<file path="src/rtl/fri_map.svh">
`ifndef FRI_MAP_SVH
`define FRI_MAP_SVH

// register byte offsets
`define FRI_OFF_INSTR 8'h00
`define FRI_OFF_ACC 8'h04
`define FRI_OFF_LATCH 8'h08
`define FRI_OFF_PC 8'h0C
`define FRI_OFF_STATUS 8'h10
`define FRI_OFF_FADDR 8'h14
`define FRI_OFF_FDATA 8'h18

// instruction word encodings
`define FRI_OPC_INVERT 6'h09
`define FRI_OPC_DEC 6'h03
`define FRI_OPC_INC 6'h0A
`define FRI_OPC_DECSZ 6'h0B
`define FRI_OPC_INCSZ 6'h0F
`define FRI_BR_TAG 3'h5
`define FRI_BR_TAG_HI 13
`define FRI_BR_TAG_LO 11
`define FRI_BR_K_HI 10

// field positions
`define FRI_ST_ZERO 0
`define FRI_ST_BUSY 1
`define FRI_ST_SKIP 2
`define FRI_LATCH_SEL_HI 4
`define FRI_LATCH_SEL_LO 3

// reset values
`define FRI_RST_ACC 8'h00
`define FRI_RST_LATCH 5'h00
`define FRI_RST_PC 13'h0000
`define FRI_RST_INSTR 14'h0000
`define FRI_RST_FADDR 7'h00

`endif

</file>
<file path="src/rtl/fri_pkg.sv">
package fri_pkg;

    typedef enum logic [2:0] {
        FRI_IDLE = 3'b001,
        FRI_EXEC = 3'b010,
        FRI_SECOND = 3'b100
    } fri_state_t;

    typedef enum logic [1:0] {
        FRI_ALU_PASS = 2'h0,
        FRI_ALU_INV = 2'h1,
        FRI_ALU_DEC = 2'h2,
        FRI_ALU_INC = 2'h3
    } fri_alu_op_t;

    typedef struct packed {
        logic [5:0] opc;
        logic dest;
        logic [6:0] faddr;
    } fri_instr_t;

    typedef struct packed {
        logic [7:0] value;
        logic zero;
    } fri_alu_res_t;

    typedef struct packed {
        logic cyc;
        logic stb;
        logic we;
        logic [3:0] sel;
        logic [7:0] adr;
        logic [31:0] dat;
    } fri_wb_req_t;

endpackage

</file>
<file path="src/rtl/fri_alu.sv">
`timescale 1ns/1ps
module fri_alu (
    input wire fri_pkg::fri_alu_op_t op_i,
    input wire logic [7:0] operand_i,
    output fri_pkg::fri_alu_res_t res_o
);

    logic [7:0] value;

    // arithmetic wraps modulo 256
    always_comb begin
        case (op_i)
            fri_pkg::FRI_ALU_INV: value = ~operand_i;
            fri_pkg::FRI_ALU_DEC: value = 8'(operand_i - 8'h01); // RQ11
            fri_pkg::FRI_ALU_INC: value = 8'(operand_i + 8'h01); // RQ11
            default: value = operand_i;
        endcase
        res_o.value = value;
        res_o.zero = (value == 8'h00);
    end

endmodule

</file>
<file path="src/rtl/fri_exec.sv">
// Operation
// RQ1 - invert file register, route by destination, Z
// RQ2 - branch loads 11-bit immediate into PC[10:0]
// RQ3 - branch copies latch bits 4:3 into PC[12:11]
// RQ4 - branch always taken, flags kept, two cycles
// RQ5 - decrement file register, route by destination, Z
// RQ6 - increment file register, route by destination, Z
// RQ7 - decrement, store, flags kept, skip on zero
// RQ8 - increment, store, flags kept, skip on zero
// RQ9 - skipped instruction replaced by a no-op
// RQ10 - 7-bit file address, 1-bit destination
// RQ11 - increment and decrement wrap modulo 256
// RQ12 - non-branch, non-skipping instructions take one cycle
`timescale 1ns/1ps
`include "fri_map.svh"
module fri_exec #(
    parameter int FILE_DEPTH = 128
) (
    input wire logic clk_i,
    input wire logic rst_i,
    input wire logic wb_cyc_i,
    input wire logic wb_stb_i,
    input wire logic wb_we_i,
    input wire logic [3:0] wb_sel_i,
    input wire logic [7:0] wb_adr_i,
    input wire logic [31:0] wb_dat_i,
    output logic [31:0] wb_dat_o,
    output logic wb_ack_o,
    output logic [12:0] pc_o,
    output logic zero_o
);

    fri_pkg::fri_wb_req_t req;
    fri_pkg::fri_state_t state_q, state_d;
    fri_pkg::fri_instr_t instr_q, instr_d;
    fri_pkg::fri_alu_op_t alu_op;
    fri_pkg::fri_alu_res_t alu_res;
    logic [7:0] acc_q, acc_d;
    logic [4:0] latch_q, latch_d;
    logic [12:0] pc_q, pc_d;
    logic [6:0] faddr_q, faddr_d;
    logic zero_q, zero_d;
    logic skip_q, skip_d;
    logic ack_q, ack_d;
    logic [31:0] dat_q, dat_d;
    logic [7:0] mem_q [FILE_DEPTH];
    logic mem_we;
    logic [6:0] mem_waddr;
    logic [7:0] mem_wdata;
    logic [7:0] op_val;
    logic bus_wr;
    logic [31:0] wr_val;
    logic is_br;

    function automatic logic [31:0] fri_merge(input logic [31:0] old_v,
                                             input logic [31:0] new_v,
                                             input logic [3:0] sel);
        logic [31:0] r;
        r = old_v;
        for (int b = 0; b < 4; b++) begin
            if (sel[b]) begin
                r[b*8 +: 8] = new_v[b*8 +: 8];
            end
        end
        return r;
    endfunction

    function automatic logic fri_is_branch(input fri_pkg::fri_instr_t i);
        logic [13:0] w;
        w = i;
        return w[`FRI_BR_TAG_HI:`FRI_BR_TAG_LO] == `FRI_BR_TAG;
    endfunction

    function automatic logic fri_is_skip(input fri_pkg::fri_instr_t i);
        return (i.opc == `FRI_OPC_DECSZ) || (i.opc == `FRI_OPC_INCSZ);
    endfunction

    function automatic fri_pkg::fri_alu_op_t fri_op_of(
            input fri_pkg::fri_instr_t i);
        fri_pkg::fri_alu_op_t o;
        case (i.opc)
            `FRI_OPC_INVERT: o = fri_pkg::FRI_ALU_INV;
            `FRI_OPC_DEC, `FRI_OPC_DECSZ: o = fri_pkg::FRI_ALU_DEC;
            `FRI_OPC_INC, `FRI_OPC_INCSZ: o = fri_pkg::FRI_ALU_INC;
            default: o = fri_pkg::FRI_ALU_PASS;
        endcase
        return o;
    endfunction

    function automatic logic fri_known(input fri_pkg::fri_instr_t i);
        return fri_op_of(i) != fri_pkg::FRI_ALU_PASS;
    endfunction

    assign req.cyc = wb_cyc_i;
    assign req.stb = wb_stb_i;
    assign req.we = wb_we_i;
    assign req.sel = wb_sel_i;
    assign req.adr = wb_adr_i;
    assign req.dat = wb_dat_i;

    // file operand and destination come straight from the word
    assign op_val = mem_q[instr_q.faddr]; // RQ10
    assign alu_op = fri_op_of(instr_q);
    assign is_br = fri_is_branch(instr_q);

    fri_alu u_alu (
        .op_i(alu_op),
        .operand_i(op_val),
        .res_o(alu_res)
    );

    // bus writes land at the edge that sees ack high
    assign bus_wr = ack_q && req.cyc && req.stb && req.we;

    always_comb begin
        wr_val = 32'h0000_0000;
        case (req.adr)
            `FRI_OFF_INSTR: wr_val = fri_merge({18'h00000, instr_q},
                                               req.dat, req.sel);
            `FRI_OFF_ACC: wr_val = fri_merge({24'h000000, acc_q},
                                             req.dat, req.sel);
            `FRI_OFF_LATCH: wr_val = fri_merge({27'h0000000, latch_q},
                                               req.dat, req.sel);
            `FRI_OFF_STATUS: wr_val = fri_merge({31'h00000000, zero_q},
                                                req.dat, req.sel);
            `FRI_OFF_FADDR: wr_val = fri_merge({25'h0000000, faddr_q},
                                               req.dat, req.sel);
            `FRI_OFF_FDATA: wr_val = fri_merge({24'h000000,
                                                mem_q[faddr_q]},
                                               req.dat, req.sel);
            default: wr_val = 32'h0000_0000;
        endcase
    end

    // bus slave: answers only while the core is idle
    always_comb begin
        ack_d = req.cyc && req.stb && !ack_q
                && (state_q == fri_pkg::FRI_IDLE);
        dat_d = dat_q;
        if (ack_d && !req.we) begin
            case (req.adr)
                `FRI_OFF_INSTR: dat_d = {18'h00000, instr_q};
                `FRI_OFF_ACC: dat_d = {24'h000000, acc_q};
                `FRI_OFF_LATCH: dat_d = {27'h0000000, latch_q};
                `FRI_OFF_PC: dat_d = {19'h00000, pc_q};
                `FRI_OFF_STATUS: dat_d = {29'h00000000, skip_q,
                                          1'b0, zero_q};
                `FRI_OFF_FADDR: dat_d = {25'h0000000, faddr_q};
                `FRI_OFF_FDATA: dat_d = {24'h000000, mem_q[faddr_q]};
                default: dat_d = 32'h0000_0000;
            endcase
        end
    end

    always_ff @(posedge clk_i) begin
        if (rst_i) begin
            ack_q <= 1'b0;
            dat_q <= 32'h0000_0000;
        end else begin
            ack_q <= ack_d;
            dat_q <= dat_d;
        end
    end

    // execution sequencer and architectural state
    always_comb begin
        state_d = state_q;
        instr_d = instr_q;
        acc_d = acc_q;
        latch_d = latch_q;
        pc_d = pc_q;
        faddr_d = faddr_q;
        zero_d = zero_q;
        skip_d = skip_q;
        mem_we = 1'b0;
        mem_waddr = instr_q.faddr;
        mem_wdata = alu_res.value;
        case (state_q)
            fri_pkg::FRI_IDLE: begin
                if (bus_wr) begin
                    case (req.adr)
                        `FRI_OFF_INSTR: begin
                            instr_d = wr_val[13:0];
                            state_d = fri_pkg::FRI_EXEC;
                        end
                        `FRI_OFF_ACC: acc_d = wr_val[7:0];
                        `FRI_OFF_LATCH: latch_d = wr_val[4:0];
                        `FRI_OFF_STATUS: zero_d = wr_val[`FRI_ST_ZERO];
                        `FRI_OFF_FADDR: faddr_d = wr_val[6:0];
                        `FRI_OFF_FDATA: begin
                            mem_we = 1'b1;
                            mem_waddr = faddr_q;
                            mem_wdata = wr_val[7:0];
                        end
                        default: state_d = fri_pkg::FRI_IDLE;
                    endcase
                end
            end
            fri_pkg::FRI_EXEC: begin
                state_d = fri_pkg::FRI_IDLE; // RQ12
                pc_d = 13'(pc_q + 13'h0001);
                if (skip_q) begin
                    skip_d = 1'b0; // RQ9
                end else if (is_br) begin
                    pc_d = {latch_q[`FRI_LATCH_SEL_HI:`FRI_LATCH_SEL_LO],
                            instr_q[`FRI_BR_K_HI:0]}; // RQ2 RQ3
                    state_d = fri_pkg::FRI_SECOND; // RQ4
                end else if (fri_known(instr_q)) begin
                    if (instr_q.dest) begin
                        mem_we = 1'b1; // RQ1 RQ5 RQ6 RQ7 RQ8
                    end else begin
                        acc_d = alu_res.value; // RQ1 RQ5 RQ6 RQ7 RQ8
                    end
                    if (fri_is_skip(instr_q)) begin
                        skip_d = alu_res.zero; // RQ7 RQ8
                    end else begin
                        zero_d = alu_res.zero; // RQ1 RQ5 RQ6
                    end
                end
            end
            fri_pkg::FRI_SECOND: state_d = fri_pkg::FRI_IDLE; // RQ4
            default: state_d = fri_pkg::FRI_IDLE;
        endcase
    end

    always_ff @(posedge clk_i) begin
        if (rst_i) begin
            state_q <= fri_pkg::FRI_IDLE;
            instr_q <= `FRI_RST_INSTR;
            acc_q <= `FRI_RST_ACC;
            latch_q <= `FRI_RST_LATCH;
            pc_q <= `FRI_RST_PC;
            faddr_q <= `FRI_RST_FADDR;
            zero_q <= 1'b0;
            skip_q <= 1'b0;
        end else begin
            state_q <= state_d;
            instr_q <= instr_d;
            acc_q <= acc_d;
            latch_q <= latch_d;
            pc_q <= pc_d;
            faddr_q <= faddr_d;
            zero_q <= zero_d;
            skip_q <= skip_d;
        end
    end

    always_ff @(posedge clk_i) begin
        if (mem_we) begin
            mem_q[mem_waddr] <= mem_wdata;
        end
    end

    assign wb_ack_o = ack_q;
    assign wb_dat_o = dat_q;
    assign pc_o = pc_q;
    assign zero_o = zero_q;

    // checks
    logic ex_live;
    assign ex_live = (state_q == fri_pkg::FRI_EXEC) && !skip_q;
endmodule

</file>
<file path="config.mk">
export PLATFORM = sky130hd
export DESIGN_NAME = fri_exec
export DESIGN_NICKNAME = d
export VERILOG_FILES = /design/src/rtl/fri_pkg.sv /design/src/rtl/fri_alu.sv /design/src/rtl/fri_exec.sv
export VERILOG_INCLUDE_DIRS = /design/src /design/src/rtl
export SDC_FILE = /design/constraint.sdc
export NUM_CORES = 2
export LEC_CHECK = 0
export BUFFER_PORTS_ARGS = -buffer_cell sky130_fd_sc_hd__buf_2
export CAP_MARGIN = 0
export CORE_UTILIZATION = 35
export DETAILED_ROUTE_END_ITERATION = 10
export HOLD_SLACK_MARGIN = 0.05
export PLACE_DENSITY_LB_ADDON = 0.05
export SETUP_SLACK_MARGIN = 0.05
export SLEW_MARGIN = 20
export SYNTH_ARGS = -nofsm -noshare
export SYNTH_HDL_FRONTEND = slang
export SYNTH_SLANG_ARGS = --single-unit
export TNS_END_PERCENT = 10
</file>
<file path="constraint.sdc">
create_clock -name clk_i -period 10.8 [get_ports clk_i]
set_clock_uncertainty 0.15 [all_clocks]
set_input_delay 0.54 -clock clk_i [delete_from_list [all_inputs] [get_ports clk_i]]
set_output_delay 0.54 -clock clk_i [all_outputs]
set_load 0.005 [all_outputs]
</file>
Yosys cells after proc, flatten, opt, wreduce, memory -nomap -nowiden
Memories as Yosys holds them, arrays and structs flattened. A register that Yosys moved wholly into a read port is not among the register bits. Cells that the tools add are included. Widths: inputs -> output; s select.

Bits in registers: 85. Latch bits: 0. Bits in writable memories: 1024. Bits in read-only memories: 0. Bits of input ports: 49. Output and inout port bits: 47. Logic and storage cells: 127. Memories: 1.

Add/subtract/negate cells: 3. Multipliers: 0. Divide/modulo/power cells: 0. Magnitude comparators: 0. Equal/unequal tests: 26. Shift operators: 0. Muxes and demuxes: 59. Bitwise gates (word level): 1. Reduce and logical (&&, ||, !) cells: 25.

Memories: mem_q (depth 128, width 8, rd ports 2, clocked after memory_dff 2, write ports 1, RTL line fri_exec.sv:46) `logic [7:0] mem_q [FILE_DEPTH];`.

Operators by type and width (count): $mux 8 (15); $pmux 14 s7 (1); $pmux 14 s5 (1); $mux 7 (7); $mux 13 (2); $eq 6x4->1 const B (4); $eq 8x5->1 const B (3); $pmux 8 s3 (1); $mux 1 (18); $eq 8x4->1 const B (2); $logic_not 8->1 (2); $pmux 8 s2 (1); $ne 2x2->1 const B (7); $reduce_and 7->1 (2); $add 13x1->13 const B (1); $mux 6 (2); $pmux 3 s2 (2); $mux 3 (3); $reduce_and 3->1 (3); $add 8x1->8 const B (1); $eq 8x3->1 const B (1); $not 8->8 (1); $sub 8x1->8 const B (1); $logic_and 1x1->1 (7); 18 further kinds (26).

Depth between registers and ports, before layout
Depth in word-level cells: 13. Mapped depth: 25. Depth with buffers taken out: 17.

Modules after synthesis
A second synthesis with hierarchy kept.

Cells, all modules: 2923. Area, all modules: 53065.9 um^2.

By module, submodules not included: fri_exec (times used 1, cells each 2854, area each 52537.9 um^2, sequential area each 32371.0 um^2); fri_alu (times used 1, cells each 69, area each 528.0 um^2, sequential area each 0.0 um^2).

Worst setup path before layout
No wires, ideal clock.

Path type: register to register. Start point: register (tool-made name). End point: memory mem_q[0][7] (data pin). Library setup time: 1.197 ns. Data arrival time: 7.795 ns. Required time: 9.453 ns. Slack: 1.658 ns. Cell stages (with the launch flop): 14. Path buffers: 5. Period minus slack after synthesis: 9.142 ns. Path through: dfxtp_1 > buf_2 > buf_2 > buf_2 > buf_1 > clkbuf_1 > mux4_2 > mux4_2 > a311oi_1 > o21ai_0 > nor2_1 > nor3_1 > a21oi_1 > o21ai_0.

RTL lines (RTL line): to (decl) (fri_exec.sv:46).

==> impl_metrics.yaml <==
sta:
  final-setup-viol-count: 0
  tightestPinTransition_ns: 1.26
  timing.final.crit_share_pct: 69.2
  maxSlewViolCount: 0
  grt_setup_unrepaired: "false"
  maxSlewHeadroom_pct: 15.7
  post-route-min-period_ns: 7.48
  timing.final.ws_setup_ns: 3.32
  timing.fmax_ghz: 0.134
  setup_tns_ns: 0
  timing_hold_violations_final: 0
yosys:
  gate_count_post_synth: 2990
  synth-seq-area-share_pct: 61.2
  synthArstFlopShare_pct: 0
  avgSynthCellArea_um2: 17.7
  synth_top_area_cell: "sky130_fd_sc_hd__edfxtp_1"
  yosysUniqueCellTypes: 79
  yosys_warnings: 0
  yosys.area.top_type_share_pct: 58.1
  ys_top_cells_by_area: "sky130_fd_sc_hd__edfxtp_1, sky130_fd_sc_hd__mux4_2, sky130_fd_sc_hd__dfxtp_1"
  postSynthRegisterBits: 1105
  area_of_the_mapped_netlist_mm2: 0.0529
  synth_enable_flop_cells: 1024
  dominantRegCellSynth: "sky130_fd_sc_hd__edfxtp_1"
worst_setup_path:
  start_kind: "flip-flop"
  worst-path-max-fanout: 65
  ff2ff_setup_slack_ns: 3.32
  worst-r2r-cell-count: 19
  r2r-end: "mem_q[80][7]"
  cp_cell_sequence: "buf_4 > mux4_2 > mux2i_1 > nor2_1 > o32ai_1 > o22ai_1 > or2_2 > ha_1 > a21oi_1 > o21ai_0 > a21oi_1 > o21ai_0 > a211oi_1 > o31ai_1 > xnor2_1 > nand2_1 > o21ai_4 > buf_4 > buf_4"
  critical_path_required_ns: 11.11
  critical_path_class: "reg -> reg"
  timing.critical_path.slowest_stage_cell: "sky130_fd_sc_hd__o32ai_1"
  critical-path-max-stage-delay_ns: 0.86
  crit_top_cell: "sky130_fd_sc_hd__buf_4"
  crit_path_end_kind: "flip-flop"
  critPathArrivalTime_ns: 7.79
worst_hold_path:
  min_path_cells: 5
  worst_hold_path_type: "in -> reg"
  hold_start: "wb_dat_i[5]"
power:
  irDropWorstVdd_mv: 0.166
  power_per_cell_area_mw_per_mm2: 149
  power.leakage_nw: 17.8
global_route:
  grt_pass1_wl_um: 267000
  grt_pass1_vias: 31600
  antenna_found_initial: 13
  groute.usage.overall_pct: 25.6
  grt_start_max_net_pins: 113
  grt_remaining_overflow: 0
route:
  detail_route.wirelength_um: 195000
  drt-pass1-iter-count: 5
  drt-vias-per-instance: 6.07
  routed_wire_length_per_instance_um: 37.4
  detail-route-antenna-nets: 0
  drt_iter0_drc: 3607
  routed-via-count: 31600
  route.detailed.drc: 0
placement:
  post_place_worst_slack_ns: 3.28
  io_buffer_count: 57
  detailedPlacementHpwl_um: 127000
  finalWeightedCongestion: 0.878
cts:
  cts_tree: "built"
  cts_resized: 0
  worst_skew_pair.late_latency_ns: 0.78
  h-tree-depth: 4
  clock_buffers_created_by_tritoncts: 133
  ctsLongestPathBuffers: 3
  cts_root_buffer: "sky130_fd_sc_hd__clkbuf_16"
  cts_clock_pin_slew_for_the_worst_setup_and_hold_paths_ns: 0.06
  clock_sink_count: 1105
layout:
  number_of_fill_cells: 13500
  layout_commonest_cell: "sky130_fd_sc_hd__edfxtp_1"
  layout-drive-gt1-share_pct: 31.5
  area_growth_syn_to_layout_pct: 13.3
  layout.nets: 3147
  mostFrequentLayoutCells: "sky130_fd_sc_hd__edfxtp_1, sky130_fd_sc_hd__mux4_2, sky130_fd_sc_hd__nor2_1"
status:
  status: "completed"
die:
  std_cell_rows: 142
  die_height_um: 391
  fp.coreArea_mm2: 0.150
  ios: 96
  area_of_the_die_mm2: 0.153
  initial_utilization_pct: 35.3
  floorplan.die.width_um: 391
flow_run:
  timing.max_cap.violations: 0
## worst max-delay path by stage
stage                     startpoint           end  slack, ns  cells past startpoint
after floorplan            flip-flop   mem_q[0][7]       1.66                     13
after global placement     flip-flop  mem_q[78][7]       3.27                     18
after detailed placement   flip-flop  mem_q[78][7]       3.28                     19
after CTS                  flip-flop  mem_q[80][7]       3.29                     19
after global routing       flip-flop  mem_q[86][7]       2.84                     19
final                      flip-flop  mem_q[80][7]       3.32                     19
## flip-flops by register name (all words and copies together) (netlist names), named ones only
signal,cells
pc_o,13
skip_q,1
faddr_q,7
instr_q,14
acc_q,8
zero_o,1
latch_q,5
mem_q,1024
wb_ack_o,1
wb_dat_o,14
state_q,3
## kinds of logic (layout without fill, tap and decap cells)
group	count (synthesis)	count (layout)	synth area share [%]
other	1	20	0.00709
AO/OA/AOI/OAI	344	344	4.46
flip-flops	1105	1105	61.2
multiplexers	680	680	26.5
adder cells (fa/ha/maj)	8	8	0.203
XOR/XNOR	7	7	0.116
AND/OR/NAND/NOR	585	585	4.98
buffers and inverters	260	444	2.60
## synthesized netlist by cell type (all sizes together) (7+ instances only)
| master | count |
|---|---|
| mux4 | 566 |
| nor3b | 13 |
| o31ai | 19 |
| edfxtp | 1024 |
| nor3 | 36 |
| a31oi | 9 |
| a221o | 7 |
| nand3 | 32 |
| and2 | 11 |
| a211oi | 16 |
| dfxtp | 81 |
| mux2 | 22 |
| nor2b | 25 |
| buf | 135 |
| mux2i | 92 |
| inv | 21 |
| a22oi | 54 |
| nand3b | 10 |
| nand2 | 121 |
| clkbuf | 103 |
| ha | 7 |
| nand2b | 15 |
| nor2 | 277 |
| o21ai | 66 |
| a21oi | 69 |
| o211ai | 11 |
| and3 | 13 |
| a221oi | 25 |
| o22ai | 14 |
## where the power goes
group	switching, mW	leakage [nW]	internal [mW]
clock network	1.79	2.00	2.51
registers	0.000697	9.84	4.60
logic	0.0220	5.96	0.0120
## metrics by stage
| stage | cell area [um^2] | util [%] | cells | power, mW | hold slack [ns] |
|---|---|---|---|---|---|
| final | 60000 | 40.0 | 5209 | 8.94 | 0.175 |
| after global placement | 55700 | 37.1 | 4960 | 4.72 | 0.290 |
| after global routing | 60000 | 40.0 | 5207 | 9.16 | 0.194 |
| after CTS | 59900 | 40.0 | 5207 | 9.01 | 0.127 |
| after detailed placement | 55700 | 37.2 | 4960 | 4.72 | 0.300 |
| after floorplan | 53000 | - | 3007 | 4.72 | 0.281 |
## metal layers
| metal | share of wire, % | vias up | GRT usage (%) |
|---|---|---|---|
| li1 | - | 12700 | - |
| met1 | 43 | 17300 | 36.3 |
| met2 | 47 | 1334 | 40.3 |
| met3 | 6.7 | 221 | 4.56 |
| met4 | 2.8 | 8 | 7.60 |
| met5 | 0.029 | - | 0 |
## critical path: cells and delay by family (launching register included)
family	cells	cell delay [ns]
mux	2	0.70
buf+inv	3	1.73
fa+ha+maj	1	0.35
compound gates	9	2.38
simple gates	3	0.60
xor+xnor	1	0.30
flops	1	0.80
## timing repair
| action | 4_1_cts | 5_1_grt |
|---|---|---|
| hold endpoints to repair | 16 | 0 |
| hold buffers | 11 | 0 |
| buffers inserted | 0 | 0 |
## layout make-up
type / instances / area [um^2] / area share [%]
Timing Repair Buffer: 186 / 1400 / 2.33
Antenna cell: 2 / 5.00 / 0.00835
Multi-Input combinational cell: 1642 / 19400 / 32.4
Inverter: 22 / 82.6 / 0.138
Clock inverter: 66 / 504 / 0.841
Clock buffer: 170 / 3590 / 5.99
Tap cell: 2016 / 2520 / 4.21
Sequential cell: 1105 / 32400 / 54.0
No activity file was read; power rests on OpenSTA's default activity.
